**src/verilog/cgm_pkg.sv**
```systemverilog
// constants for the clock generator mode control block
package cgm_pkg;
    localparam int unsigned ADDR_W        = 2;
    localparam logic [1:0]  OFS_CTRL1     = 2'h0;
    localparam logic [1:0]  OFS_STATUS    = 2'h1;
    localparam logic [1:0]  OFS_CTRLX     = 2'h2;
    localparam int unsigned BIT_HGO       = 7;
    localparam int unsigned BIT_RANGE     = 6;
    localparam int unsigned BIT_EXT_REF_SEL      = 5;
    localparam int unsigned BIT_MODE_HI   = 4;
    localparam int unsigned BIT_MODE_LO   = 3;
    localparam int unsigned BIT_KEEP      = 2;
    localparam int unsigned BIT_LOSS_CLK_DETECT_DIS      = 1;
    localparam int unsigned ST_MODE_HI    = 7;
    localparam int unsigned ST_MODE_LO    = 6;
    localparam int unsigned ST_REF_SOURCE_STATUS      = 5;
    localparam int unsigned ST_EXT_REF_CLK_STATUS       = 4;
    localparam int unsigned ST_BUSY       = 3;
    localparam int unsigned CX_ENABLE     = 0;
    localparam int unsigned CX_OFF        = 1;
    localparam logic [7:0]  CTRL1_RESET   = 8'h00;
    localparam logic [1:0]  MODE_SCM      = 2'h0;
    localparam logic [1:0]  MODE_FEI      = 2'h1;
    localparam logic [1:0]  MODE_FBE      = 2'h2;
    localparam logic [1:0]  MODE_FEE      = 2'h3;
    localparam logic [6:0]  PRESCALE_LOW  = 7'h40;
    localparam logic [6:0]  PRESCALE_HIGH = 7'h01;
    localparam int unsigned SYNC_STAGES   = 3;
endpackage

```
**src/verilog/cgm_sync.sv**
```systemverilog
// multi-stage level synchroniser for the mode status crossing
`timescale 1ns/1ps
module cgm_sync #(
    parameter int unsigned WIDTH  = 2,
    parameter int unsigned STAGES = 3
) (
    input  wire logic             clk_in,
    input  wire logic             resetn_in,
    input  wire logic [WIDTH-1:0] d_in,
    output logic      [WIDTH-1:0] q_out
);
    logic [WIDTH-1:0] stage_q [STAGES];

    genvar g;
    generate
        for (g = 0; g < STAGES; g++) begin : g_stage
            if (g == 0) begin : g_first
                always_ff @(posedge clk_in or negedge resetn_in) begin
                    if (!resetn_in) begin
                        stage_q[g] <= '0;
                    end else begin
                        stage_q[g] <= d_in;
                    end
                end
            end else begin : g_next
                always_ff @(posedge clk_in or negedge resetn_in) begin
                    if (!resetn_in) begin
                        stage_q[g] <= '0;
                    end else begin
                        stage_q[g] <= stage_q[g-1];
                    end
                end
            end
        end
    endgenerate

    assign q_out = stage_q[STAGES-1];
endmodule

```
**src/verilog/cgm_mode_ctrl.sv**
```systemverilog
// clock generator control register 1 with mode switching and pin control
`timescale 1ns/1ps
module cgm_mode_ctrl (
    input  wire logic                       clk_in,
    input  wire logic                       resetn_in,
    input  wire logic [cgm_pkg::ADDR_W-1:0] avs_address_in,
    input  wire logic                       avs_read_in,
    input  wire logic                       avs_write_in,
    input  wire logic [7:0]                 avs_writedata_in,
    output logic      [7:0]                 avs_readdata_out,
    output logic                            avs_waitrequest_out,
    input  wire logic                       ext_ref_ok_in,
    input  wire logic                       enable_in,
    input  wire logic                       off_mode_in,
    input  wire logic                       ref_in_pin_in,
    output logic                            osc_out_pin_out,
    output logic                            osc_out_pin_oe_n_out,
    output logic                            ext_ref_clock_out,
    output logic                            osc_enable_out,
    output logic                            osc_high_gain_out,
    output logic                            osc_high_range_out,
    output logic      [6:0]                 prescale_out,
    output logic                            loss_clk_detect_en_out,
    output logic      [1:0]                 active_mode_out
);
    typedef enum logic [2:0] {
        CGM_IDLE   = 3'h1,
        CGM_WAIT   = 3'h2,
        CGM_SETTLE = 3'h4
    } cgm_state_e;

    cgm_state_e state_q, state_d;
    logic [7:0] ctrl_q;
    logic       first_done_q;
    logic       pins_rsv_q;
    logic [1:0] req_mode_q;
    logic [1:0] act_mode_q;
    logic [1:0] act_mode_d;
    logic       rd_q;
    logic [7:0] rdata_q;
    logic [1:0] stat_mode;
    logic       ctrlx_enable_q;
    logic       ctrlx_off_q;

    // single-cycle writes; reads answer one cycle later from a register
    wire        wr_ctrl1   = avs_write_in && (avs_address_in == cgm_pkg::OFS_CTRL1);
    wire        wr_ctrlx   = avs_write_in && (avs_address_in == cgm_pkg::OFS_CTRLX);
    wire        rd_pend    = avs_read_in && !rd_q;
    wire [1:0]  wr_mode    = avs_writedata_in[cgm_pkg::BIT_MODE_HI:cgm_pkg::BIT_MODE_LO];
    wire        wr_ext     = wr_mode[1];
    wire        busy       = (state_q != CGM_IDLE);
    wire        mode_block = first_done_q && !pins_rsv_q && wr_ext;
    wire        mode_take  = wr_ctrl1 && !busy && !mode_block;
    wire        once_take  = wr_ctrl1 && !first_done_q;
    wire        ext_mode   = act_mode_q[1];
    wire        high_gain_sel        = ctrl_q[cgm_pkg::BIT_HGO];
    wire        rng        = ctrl_q[cgm_pkg::BIT_RANGE];
    wire        ext_ref_sel       = ctrl_q[cgm_pkg::BIT_EXT_REF_SEL];
    wire        keep       = ctrl_q[cgm_pkg::BIT_KEEP];
    wire        keep_ign   = high_gain_sel && rng;
    wire        ref_st     = ext_ref_sel;
    wire        rng_eff    = rng && ext_mode;
    wire        keep_run   = keep && req_mode_q[1] && ref_st && ext_ref_ok_in;
    wire        zero_run   = enable_in && (req_mode_q == cgm_pkg::MODE_FBE) && ref_st;
    wire        off_run    = (keep && !keep_ign) ? keep_run : zero_run;
    wire        osc_used   = pins_rsv_q && ext_ref_sel;
    wire        mode_done  = (req_mode_q != cgm_pkg::MODE_FBE) || ext_ref_ok_in;
    wire        off_eff    = off_mode_in || ctrlx_off_q;

    assign avs_waitrequest_out = rd_pend;
    assign avs_readdata_out    = rdata_q;

    always_comb begin
        state_d    = state_q;
        act_mode_d = act_mode_q;
        unique case (state_q)
            CGM_IDLE: begin
                if (mode_take && (wr_mode != act_mode_q)) begin
                    state_d = CGM_WAIT;
                end
            end
            CGM_WAIT: begin
                if (mode_done) begin
                    act_mode_d = req_mode_q;
                    state_d    = CGM_SETTLE;
                end
            end
            CGM_SETTLE: begin
                if (stat_mode == act_mode_q) begin
                    state_d = CGM_IDLE;
                end
            end
            default: begin
                state_d = CGM_IDLE;
            end
        endcase
    end

    always_ff @(posedge clk_in or negedge resetn_in) begin
        if (!resetn_in) begin
            state_q    <= CGM_IDLE;
            act_mode_q <= cgm_pkg::MODE_SCM;
        end else begin
            state_q    <= state_d;
            act_mode_q <= act_mode_d;
        end
    end

    // write-once bits and pin reservation latch on the very first write
    always_ff @(posedge clk_in or negedge resetn_in) begin
        if (!resetn_in) begin
            first_done_q <= 1'b0;
            pins_rsv_q   <= 1'b0;
        end else if (once_take) begin
            first_done_q <= 1'b1;
            pins_rsv_q   <= wr_ext;
        end
    end

    always_ff @(posedge clk_in or negedge resetn_in) begin
        if (!resetn_in) begin
            ctrl_q[cgm_pkg::BIT_HGO:cgm_pkg::BIT_EXT_REF_SEL] <= cgm_pkg::CTRL1_RESET[cgm_pkg::BIT_HGO:cgm_pkg::BIT_EXT_REF_SEL];
        end else if (once_take) begin
            ctrl_q[cgm_pkg::BIT_HGO:cgm_pkg::BIT_EXT_REF_SEL] <= avs_writedata_in[cgm_pkg::BIT_HGO:cgm_pkg::BIT_EXT_REF_SEL];
        end
    end

    // mode field untouched by off mode; only a taken write changes it
    always_ff @(posedge clk_in or negedge resetn_in) begin
        if (!resetn_in) begin
            req_mode_q <= cgm_pkg::MODE_SCM;
        end else if (mode_take) begin
            req_mode_q <= wr_mode;
        end
    end

    assign ctrl_q[cgm_pkg::BIT_MODE_HI:cgm_pkg::BIT_MODE_LO] = req_mode_q;
    assign ctrl_q[0] = 1'b0;

    always_ff @(posedge clk_in or negedge resetn_in) begin
        if (!resetn_in) begin
            ctrl_q[cgm_pkg::BIT_KEEP:cgm_pkg::BIT_LOSS_CLK_DETECT_DIS] <= cgm_pkg::CTRL1_RESET[cgm_pkg::BIT_KEEP:cgm_pkg::BIT_LOSS_CLK_DETECT_DIS];
        end else if (wr_ctrl1) begin
            ctrl_q[cgm_pkg::BIT_KEEP:cgm_pkg::BIT_LOSS_CLK_DETECT_DIS] <= avs_writedata_in[cgm_pkg::BIT_KEEP:cgm_pkg::BIT_LOSS_CLK_DETECT_DIS];
        end
    end

    always_ff @(posedge clk_in or negedge resetn_in) begin
        if (!resetn_in) begin
            ctrlx_enable_q <= 1'b0;
            ctrlx_off_q    <= 1'b0;
        end else if (wr_ctrlx) begin
            ctrlx_enable_q <= avs_writedata_in[cgm_pkg::CX_ENABLE];
            ctrlx_off_q    <= avs_writedata_in[cgm_pkg::CX_OFF];
        end
    end

    // status crosses via a synchroniser so it lags the active mode
    cgm_sync #(
        .WIDTH  (2),
        .STAGES (cgm_pkg::SYNC_STAGES)
    ) u_sync (
        .clk_in    (clk_in),
        .resetn_in (resetn_in),
        .d_in      (act_mode_q),
        .q_out     (stat_mode)
    );

    wire [7:0] status_word = {stat_mode, ref_st, ext_ref_ok_in, busy, 3'h0};
    wire [7:0] ctrlx_word  = {6'h00, ctrlx_off_q, ctrlx_enable_q};
    wire [7:0] rd_mux      = (avs_address_in == cgm_pkg::OFS_CTRL1)  ? ctrl_q :
                             (avs_address_in == cgm_pkg::OFS_STATUS) ? status_word :
                             (avs_address_in == cgm_pkg::OFS_CTRLX)  ? ctrlx_word : 8'h00;

    always_ff @(posedge clk_in or negedge resetn_in) begin
        if (!resetn_in) begin
            rd_q    <= 1'b0;
            rdata_q <= 8'h00;
        end else begin
            rd_q <= rd_pend;
            if (rd_pend) begin
                rdata_q <= rd_mux;
            end
        end
    end

    // oscillator and pin control, registered for clean outputs
    always_ff @(posedge clk_in or negedge resetn_in) begin
        if (!resetn_in) begin
            osc_out_pin_out        <= 1'b0;
            osc_out_pin_oe_n_out   <= 1'b1;
            ext_ref_clock_out      <= 1'b0;
            osc_enable_out         <= 1'b0;
            osc_high_gain_out      <= 1'b0;
            osc_high_range_out     <= 1'b0;
            prescale_out           <= cgm_pkg::PRESCALE_LOW;
            loss_clk_detect_en_out <= 1'b0;
            active_mode_out        <= cgm_pkg::MODE_SCM;
        end else begin
            osc_out_pin_out        <= osc_used && osc_enable_out && !ref_in_pin_in;
            osc_out_pin_oe_n_out   <= !pins_rsv_q;
            ext_ref_clock_out      <= pins_rsv_q && ref_in_pin_in;
            osc_enable_out         <= osc_used && (!off_eff || off_run || ctrlx_enable_q && zero_run);
            osc_high_gain_out      <= high_gain_sel;
            osc_high_range_out     <= rng_eff;
            prescale_out           <= rng_eff ? cgm_pkg::PRESCALE_HIGH : cgm_pkg::PRESCALE_LOW;
            loss_clk_detect_en_out <= ext_mode && !ctrl_q[cgm_pkg::BIT_LOSS_CLK_DETECT_DIS];
            active_mode_out        <= act_mode_q;
        end
    end

    AST_BLOCK_1X: assert property (@(posedge clk_in) disable iff (!resetn_in)
        (first_done_q && !pins_rsv_q) |-> !req_mode_q[1]) else $error("1X mode after 0X first write");
    AST_ONCE: assert property (@(posedge clk_in) disable iff (!resetn_in)
        (wr_ctrl1 && first_done_q) |=> $stable(ctrl_q[7:5])) else $error("write-once bits changed");
    AST_FBE_WAIT: assert property (@(posedge clk_in) disable iff (!resetn_in)
        (state_q == CGM_WAIT && req_mode_q == cgm_pkg::MODE_FBE && !ext_ref_ok_in) |=>
        (act_mode_q == $past(act_mode_q))) else $error("bypass taken without reference");
    AST_BUSY_DROP: assert property (@(posedge clk_in) disable iff (!resetn_in)
        (wr_ctrl1 && busy) |=> $stable(req_mode_q)) else $error("mode write taken while busy");
    AST_PRESCALE: assert property (@(posedge clk_in) disable iff (!resetn_in)
        (rng && ext_mode) |=> (prescale_out == cgm_pkg::PRESCALE_HIGH)) else $error("prescale wrong");
    AST_RANGE_INT: assert property (@(posedge clk_in) disable iff (!resetn_in)
        !ext_mode |=> !osc_high_range_out) else $error("range active in internal mode");
    AST_PINS_FREE: assert property (@(posedge clk_in) disable iff (!resetn_in)
        !pins_rsv_q |=> (osc_out_pin_oe_n_out && !ext_ref_clock_out)) else $error("pins used");
    AST_GAIN: assert property (@(posedge clk_in) disable iff (!resetn_in)
        1'b1 |=> (osc_high_gain_out == $past(high_gain_sel))) else $error("gain output wrong");
    AST_LOSS_CLK_DETECT_DIS: assert property (@(posedge clk_in) disable iff (!resetn_in)
        ctrl_q[cgm_pkg::BIT_LOSS_CLK_DETECT_DIS] |=> !loss_clk_detect_en_out) else $error("detect not suppressed");
    AST_STATUS: assert property (@(posedge clk_in) disable iff (!resetn_in)
        $changed(act_mode_q) |-> ##3 (stat_mode == $past(act_mode_q, 3))) else $error("status lag wrong");
endmodule

```
**config.mk**
```make
export PLATFORM = sky130hd
export DESIGN_NAME = cgm_mode_ctrl
export DESIGN_NICKNAME = d
export VERILOG_FILES = /design/src/verilog/cgm_pkg.sv /design/src/verilog/cgm_sync.sv /design/src/verilog/cgm_mode_ctrl.sv
export SDC_FILE = /design/constraint.sdc
export NUM_CORES = 1
export LEC_CHECK = 0
export ABC_AREA = 1
export BUFFER_PORTS_ARGS = -buffer_cell sky130_fd_sc_hd__buf_2
export CAP_MARGIN = 10
export CORE_MARGIN = 4
export CORE_UTILIZATION = 45
export DETAILED_ROUTE_END_ITERATION = 8
export PLACE_DENSITY = 0.69
export SKIP_LAST_GASP = 1
export SLEW_MARGIN = 20
export SYNTH_ARGS = -nofsm -noshare
export SYNTH_HDL_FRONTEND = slang
export SYNTH_HIERARCHICAL = 1
export SYNTH_SLANG_ARGS = --single-unit
```
**constraint.sdc**
```tcl
create_clock -name clk_in -period 1.6 [get_ports clk_in]
set_clock_uncertainty 0.05 [all_clocks]
set_input_delay 0.32 -clock clk_in [delete_from_list [all_inputs] [get_ports clk_in]]
set_output_delay 0.32 -clock clk_in [all_outputs]
set_load 0.005 [all_outputs]
```
==> flow_summary.toml, run 1 <==
[outcome]
outcome = "finished, final reports clean"

[die]
ios = 43
die-area_mm2 = 0.00490
initial_core_util = 0.469
die_y_um = 70.0
fp-row-count = 22
core_mm2 = 0.00369
die_x_um = 70.0

[drt]
antenna_left = 0
num_vias = 1210
dr.first_iter.drc_count = 46
drt_wl_total_um = 3250
drcViolationCount = 0
vias_per_cell = 4.51
avgRoutedWirePerCell_um = 12.1
firstDrtPassIters = 4

[power]
power.share.switching = 0.299
p_leak_nw = 1.10
vdd_drop_max_mv = 0.542
p_comb_frac = 0.187
internal_power_mw = 1.75
p_per_area_mw_per_mm2 = 1220
pwr-share-clk = 0.260
power.switching_mw = 0.749
p_seq_frac = 0.552

[layout]
final_cell_mix = "nand2_1 (46), dfrtp_1 (38), buf_2 (37), inv_1 (24), nand3_1 (12)"
layout_commonest_cell = "nand2_1"
area_growth_pct = 18.3
final_util = 0.555
fillers = 343
antenna_cells = 0
layout.nets = 237
drive_above_1_share = 0.309

[timing]
hold_viol = 0
clock.fmax_ghz = 0.681
finalCritPeriodShare = 0.918
slew_viol_final = 0
rsz0062_at_grt = "false"
fin_tns_setup_ns = 0
finalSetupViolations = 0
finalCriticalPeriod_ns = 1.47

[critical_path]
crit_path_max_fanout = 11
crit_type = "reg -> out"
crit_arrival_ns = 1.10
worst_r2r_path_depth = 5
crit_start = "rd_q"
rr_startpoint = "state_q[0]"
worstReg2RegEnd = "req_mode_q[0]"
cp-endpoint = "avs_waitrequest_out"
startpoint_type = "flip-flop"
worstPathRequired_ns = 1.23
r2r_slack_ns = 0.39
cp-end-kind = "primary output"

[yosys]
syn_inst = 177
syn_area_per_cell_um2 = 9.77
ys_seq_area_frac = 0.596
synth.distinct_cells = 23
yosys_warnings = 6
synth.area.top_cells = "dfrtp_1 (55%), nand2_1 (10%), inv_1 (5.2%)"
synth_area_leader_cell = "dfrtp_1"
synth_area_mm2 = 0.00173
synth.ff_latch_count = 41
synth_top_area_frac = 0.550

[grt]
use_met3 = 0.0475
grt.busiest_layer = "met2"
grt_pass1_vias = 1175
use_met2 = 0.225
met1_usage = 0.172
antenna_found_initial = 0
grt_max_degree = 42
grt-ovfl-total = 0
grt_pass1_wl_um = 5330
grt_use_total = 0.140

[job]
drv_cap = 0

[place]
dp_hpwl_um = 2490
gp_congestion = 0.820
port_buffers = 37

[clock_network]
clockBufferDepth = 2
clock_latency_ns = 0.29
clk_pin_slew_ns = 0.08
htree_num_levels = 2
cts_buffers = 5
clock-root-buffer = "clkbuf_8"
cts_tree = "built"
cts_num_sinks = 41
cts-resized-gates = 0

[min_path]
min-delay-path-class = "in -> reg"
[layer usage]
metal | wire length, um | vias to the layer above
met5 | 0 | -
met3 | 138 | 8
li1 | - | 620
met4 | 71 | 0
met1 | 1470 | 560
met2 | 1570 | 22
[cells in the mapped netlist, drive strengths merged]
library cell	number
nor3	2
a21oi	7
clkinv	1
inv	24
dfstp	3
conb	1
nor3b	1
xnor2	2
nand2	49
o21ai	9
dfrtp	38
nand3	14
buf	9
nor2	14
o211ai	3
[how the worst min path moves through the flow]
stage,cells past startpoint,to,from
after floorplan,0,act_mode_q[0],resetn_in
final,2,osc_out_pin_out,ref_in_pin_in
after global routing,2,osc_out_pin_out,ref_in_pin_in
after detailed placement,2,avs_readdata_out[7],resetn_in
after CTS,2,osc_out_pin_out,ref_in_pin_in
after global placement,2,active_mode_out[0],resetn_in
[power groups by stage]
stage / Clock (mW) / Combinational (mW) / Sequential, mW
floorplan: 0 / 0.339 / 1.37
global placement: 0 / 0.469 / 1.40
detailed placement: 0 / 0.475 / 1.41
CTS: 0.663 / 0.480 / 1.39
global route: 0.712 / 0.539 / 1.42
finish: 0.652 / 0.469 / 1.38
[flip-flops by register name, indices dropped and copies added (netlist names), 2 cells and up]
signal            count
ctrl_q                5
active_mode_out       2
prescale_out          2
state_q               3
avs_readdata_out      8
act_mode_q            2
u_sync/stage_q        4
req_mode_q            2
u_sync/q_out          2
[area by class of cell]
class                   instances  area, um^2  area share
inverters                      25        98.8      0.0483
flip-flops and latches         41        1030       0.503
repair buffers                 40         223       0.109
clock inverters                 3        17.5     0.00856
clock buffers                   5        68.8      0.0336
multi-input cells             106         548       0.268
well taps                      48        60.1      0.0294
[per-stage QoR]
step	worst slack (ns)	area [um^2]	total power [mW]	cells	hold WS (ns)
after floorplan	0.446	1740	1.71	181	-0.0256
after global placement	0.409	1950	1.87	259	0.258
after detailed placement	0.388	1950	1.88	259	0.255
after CTS	0.121	2050	2.53	268	0.129
after global routing	0.0840	2050	2.67	268	0.135
final	0.131	2050	2.50	268	0.137
[logic make-up (layout without fill, tap and decap cells)]
logic type,Yosys count,after routing,share of synthesized area
flops,41,41,0.596
xor+xnor,2,2,0.0101
other cells,1,5,0.00217
simple gates,80,80,0.226
compound gates,19,19,0.0702
buf+inv,34,73,0.0962
[critical path, cell delays in order (launching register included)]
cell and delay, ns:
dfrtp_1 0.38, nor2_2 0.13, buf_4 0.18, buf_2 0.12
[timing repair]
item / CTS / global route
buffers inserted: 0 / 0
hold buffers: 1 / 0
hold endpoints to repair: 38 / 0
Power figures use the tool's default switching activity.
==> inputs of run 2 (changes only) <==
- CTS_BUF_LIST: not set -> sky130_fd_sc_hd__clkbuf_4 sky130_fd_sc_hd__clkbuf_8 sky130_fd_sc_hd__clkbuf_16
- GPL_TIMING_DRIVEN: not set -> 0
==> run 2 against run 1 <==
  * Non-clock buffer count rose by 6
  * Largest cell class unchanged
  * Cell count rose by 2.2%
  * Fmax rose by 1.1%
  * Register-to-register slack barely moved
  * Largest power group unchanged
  * Die area did not move
==> flow_summary.toml, run 2 (synthesized netlist as in run 1, its figures left out) <==
[layout]
largest_reg_flops = 8
final_cell_mix = "nand2_1 (46), dfrtp_1 (38), buf_2 (37), inv_1 (24), nand3_1 (12)"
final_cells = 274
drive_above_1_share = 0.332
layout.nets = 243
final_util = 0.566
area_growth_pct = 20.7
fillers = 338
layout_commonest_cell = "nand2_1"
antenna_cells = 0

[place]
gp_congestion = 0.798
dpl.cell_count = 266
port_buffers = 37
dp_hpwl_um = 2580

[timing]
hold_viol = 0
rsz0062_at_grt = "false"
worst_slew_pin_slew_ns = 0.881
clock.fmax_ghz = 0.688
slew_headroom = 0.413
finalCriticalPeriod_ns = 1.45
slew_viol_final = 0
finalCritPeriodShare = 0.908
fin_tns_setup_ns = 0
finalSetupViolations = 0
fin_hold_ws_ns = 0.0940

[clock_network]
cts_tree = "built"
cts-resized-gates = 0
post_cts_buffers = 0
cts_num_sinks = 41
holdBufCountCts = 0
clock-root-buffer = "clkbuf_8"
clock_latency_ns = 0.29
cts_buffers = 5
clk_pin_slew_ns = 0.07
htree_num_levels = 2
clockBufferDepth = 2

[die]
initial_core_util = 0.469
die_x_um = 70.0
core_mm2 = 0.00369
die_y_um = 70.0
die-area_mm2 = 0.00490
fp-row-count = 22
ios = 43

[grt]
grt_use_total = 0.154
grt-ovfl-total = 0
grt_pass1_vias = 1242
grt_pass1_wl_um = 5840
grt_max_degree = 42
antenna_found_initial = 0

[drt]
avgRoutedWirePerCell_um = 12.2
firstDrtPassIters = 4
vias_per_cell = 4.56
antenna_left = 0
drcViolationCount = 0
num_vias = 1250
dr.first_iter.drc_count = 107
drt_wl_total_um = 3330

[power]
vdd_drop_max_mv = 0.515
p_per_area_mw_per_mm2 = 1250
p_leak_nw = 1.13

[critical_path]
cp_num_buf_inv = 2
crit_arrival_ns = 1.08
worstReg2RegEnd = "req_mode_q[0]"
crit_type = "reg -> out"
worstPathRequired_ns = 1.23
path_cells = "nor2_2 -> buf_4 -> buf_2"
rr_startpoint = "state_q[0]"
r2r_slack_ns = 0.38
cp_slowest_cell = "dfrtp_1"
startpoint_type = "flip-flop"
crit_family = "flip-flops"
cp-end-kind = "primary output"
cp_slowest_stage_delay_ns = 0.38
worst_r2r_path_depth = 5
crit_start = "rd_q"
crit_path_max_fanout = 11

[job]
drv_cap = 0

[outcome]
outcome = "finished, final reports clean"

[min_path]
min-delay-path-class = "in -> async"
run 2: cell types whose count changed in the layout (fill, tap and decap cells not counted), sizes merged:
cell         delta
buf             +7
clkbuf          +3
clkinv          -2
clkinvlp        -1
dlygate4sd3     -1
run 2: how the worst max path moves through the flow:
stage	to	slack, ns	depth (start not counted)
after floorplan	req_mode_q[1]	0.45	5
after global placement	req_mode_q[0]	0.38	5
after detailed placement	req_mode_q[0]	0.38	5
after CTS	avs_waitrequest_out	0.13	3
after global routing	avs_waitrequest_out	0.08	3
final	avs_waitrequest_out	0.15	3
run 2: routing by layer:
| layer | global-route usage | share of wire | wire, um |
|---|---|---|---|
| met4 | 0.0766 | 0.023 | 78 |
| met5 | 0 | 0 | 0 |
| met2 | 0.240 | 0.50 | 1660 |
| met3 | 0.0417 | 0.040 | 132 |
| met1 | 0.197 | 0.44 | 1460 |
run 2: area by class of cell:
class / count / area (um^2) / area share
multi-input cells: 106 / 548 / 0.263
repair buffers: 37 / 185 / 0.0887
well taps: 48 / 60.1 / 0.0288
inverters: 25 / 98.8 / 0.0474
clock buffers: 8 / 97.6 / 0.0468
plain buffers: 9 / 67.6 / 0.0324
flip-flops and latches: 41 / 1030 / 0.493
run 2: through the flow:
step / area (um^2) / power, mW / setup WS, ns
after floorplan: 1740 / 1.71 / 0.446
after global placement: 1990 / 1.91 / 0.382
after detailed placement: 1990 / 1.93 / 0.376
after CTS: 2090 / 2.65 / 0.128
after global routing: 2090 / 2.78 / 0.0778
final: 2090 / 2.61 / 0.147
run 2: worst reg2reg max path, cell delays in order (launching register included):
cell and delay (ns):
dfstp_2 0.56, nand3_2 0.12, nor2_2 0.18, nand2_4 0.09
nand2_1 0.08, o21ai_2 0.05
run 2: power breakdown:
| group | switching, mW | internal, mW |
|---|---|---|
| Combinational | 0.281 | 0.241 |
| Sequential | 0.131 | 1.25 |
| Clock | 0.327 | 0.385 |
| Total | 0.739 | 1.87 |
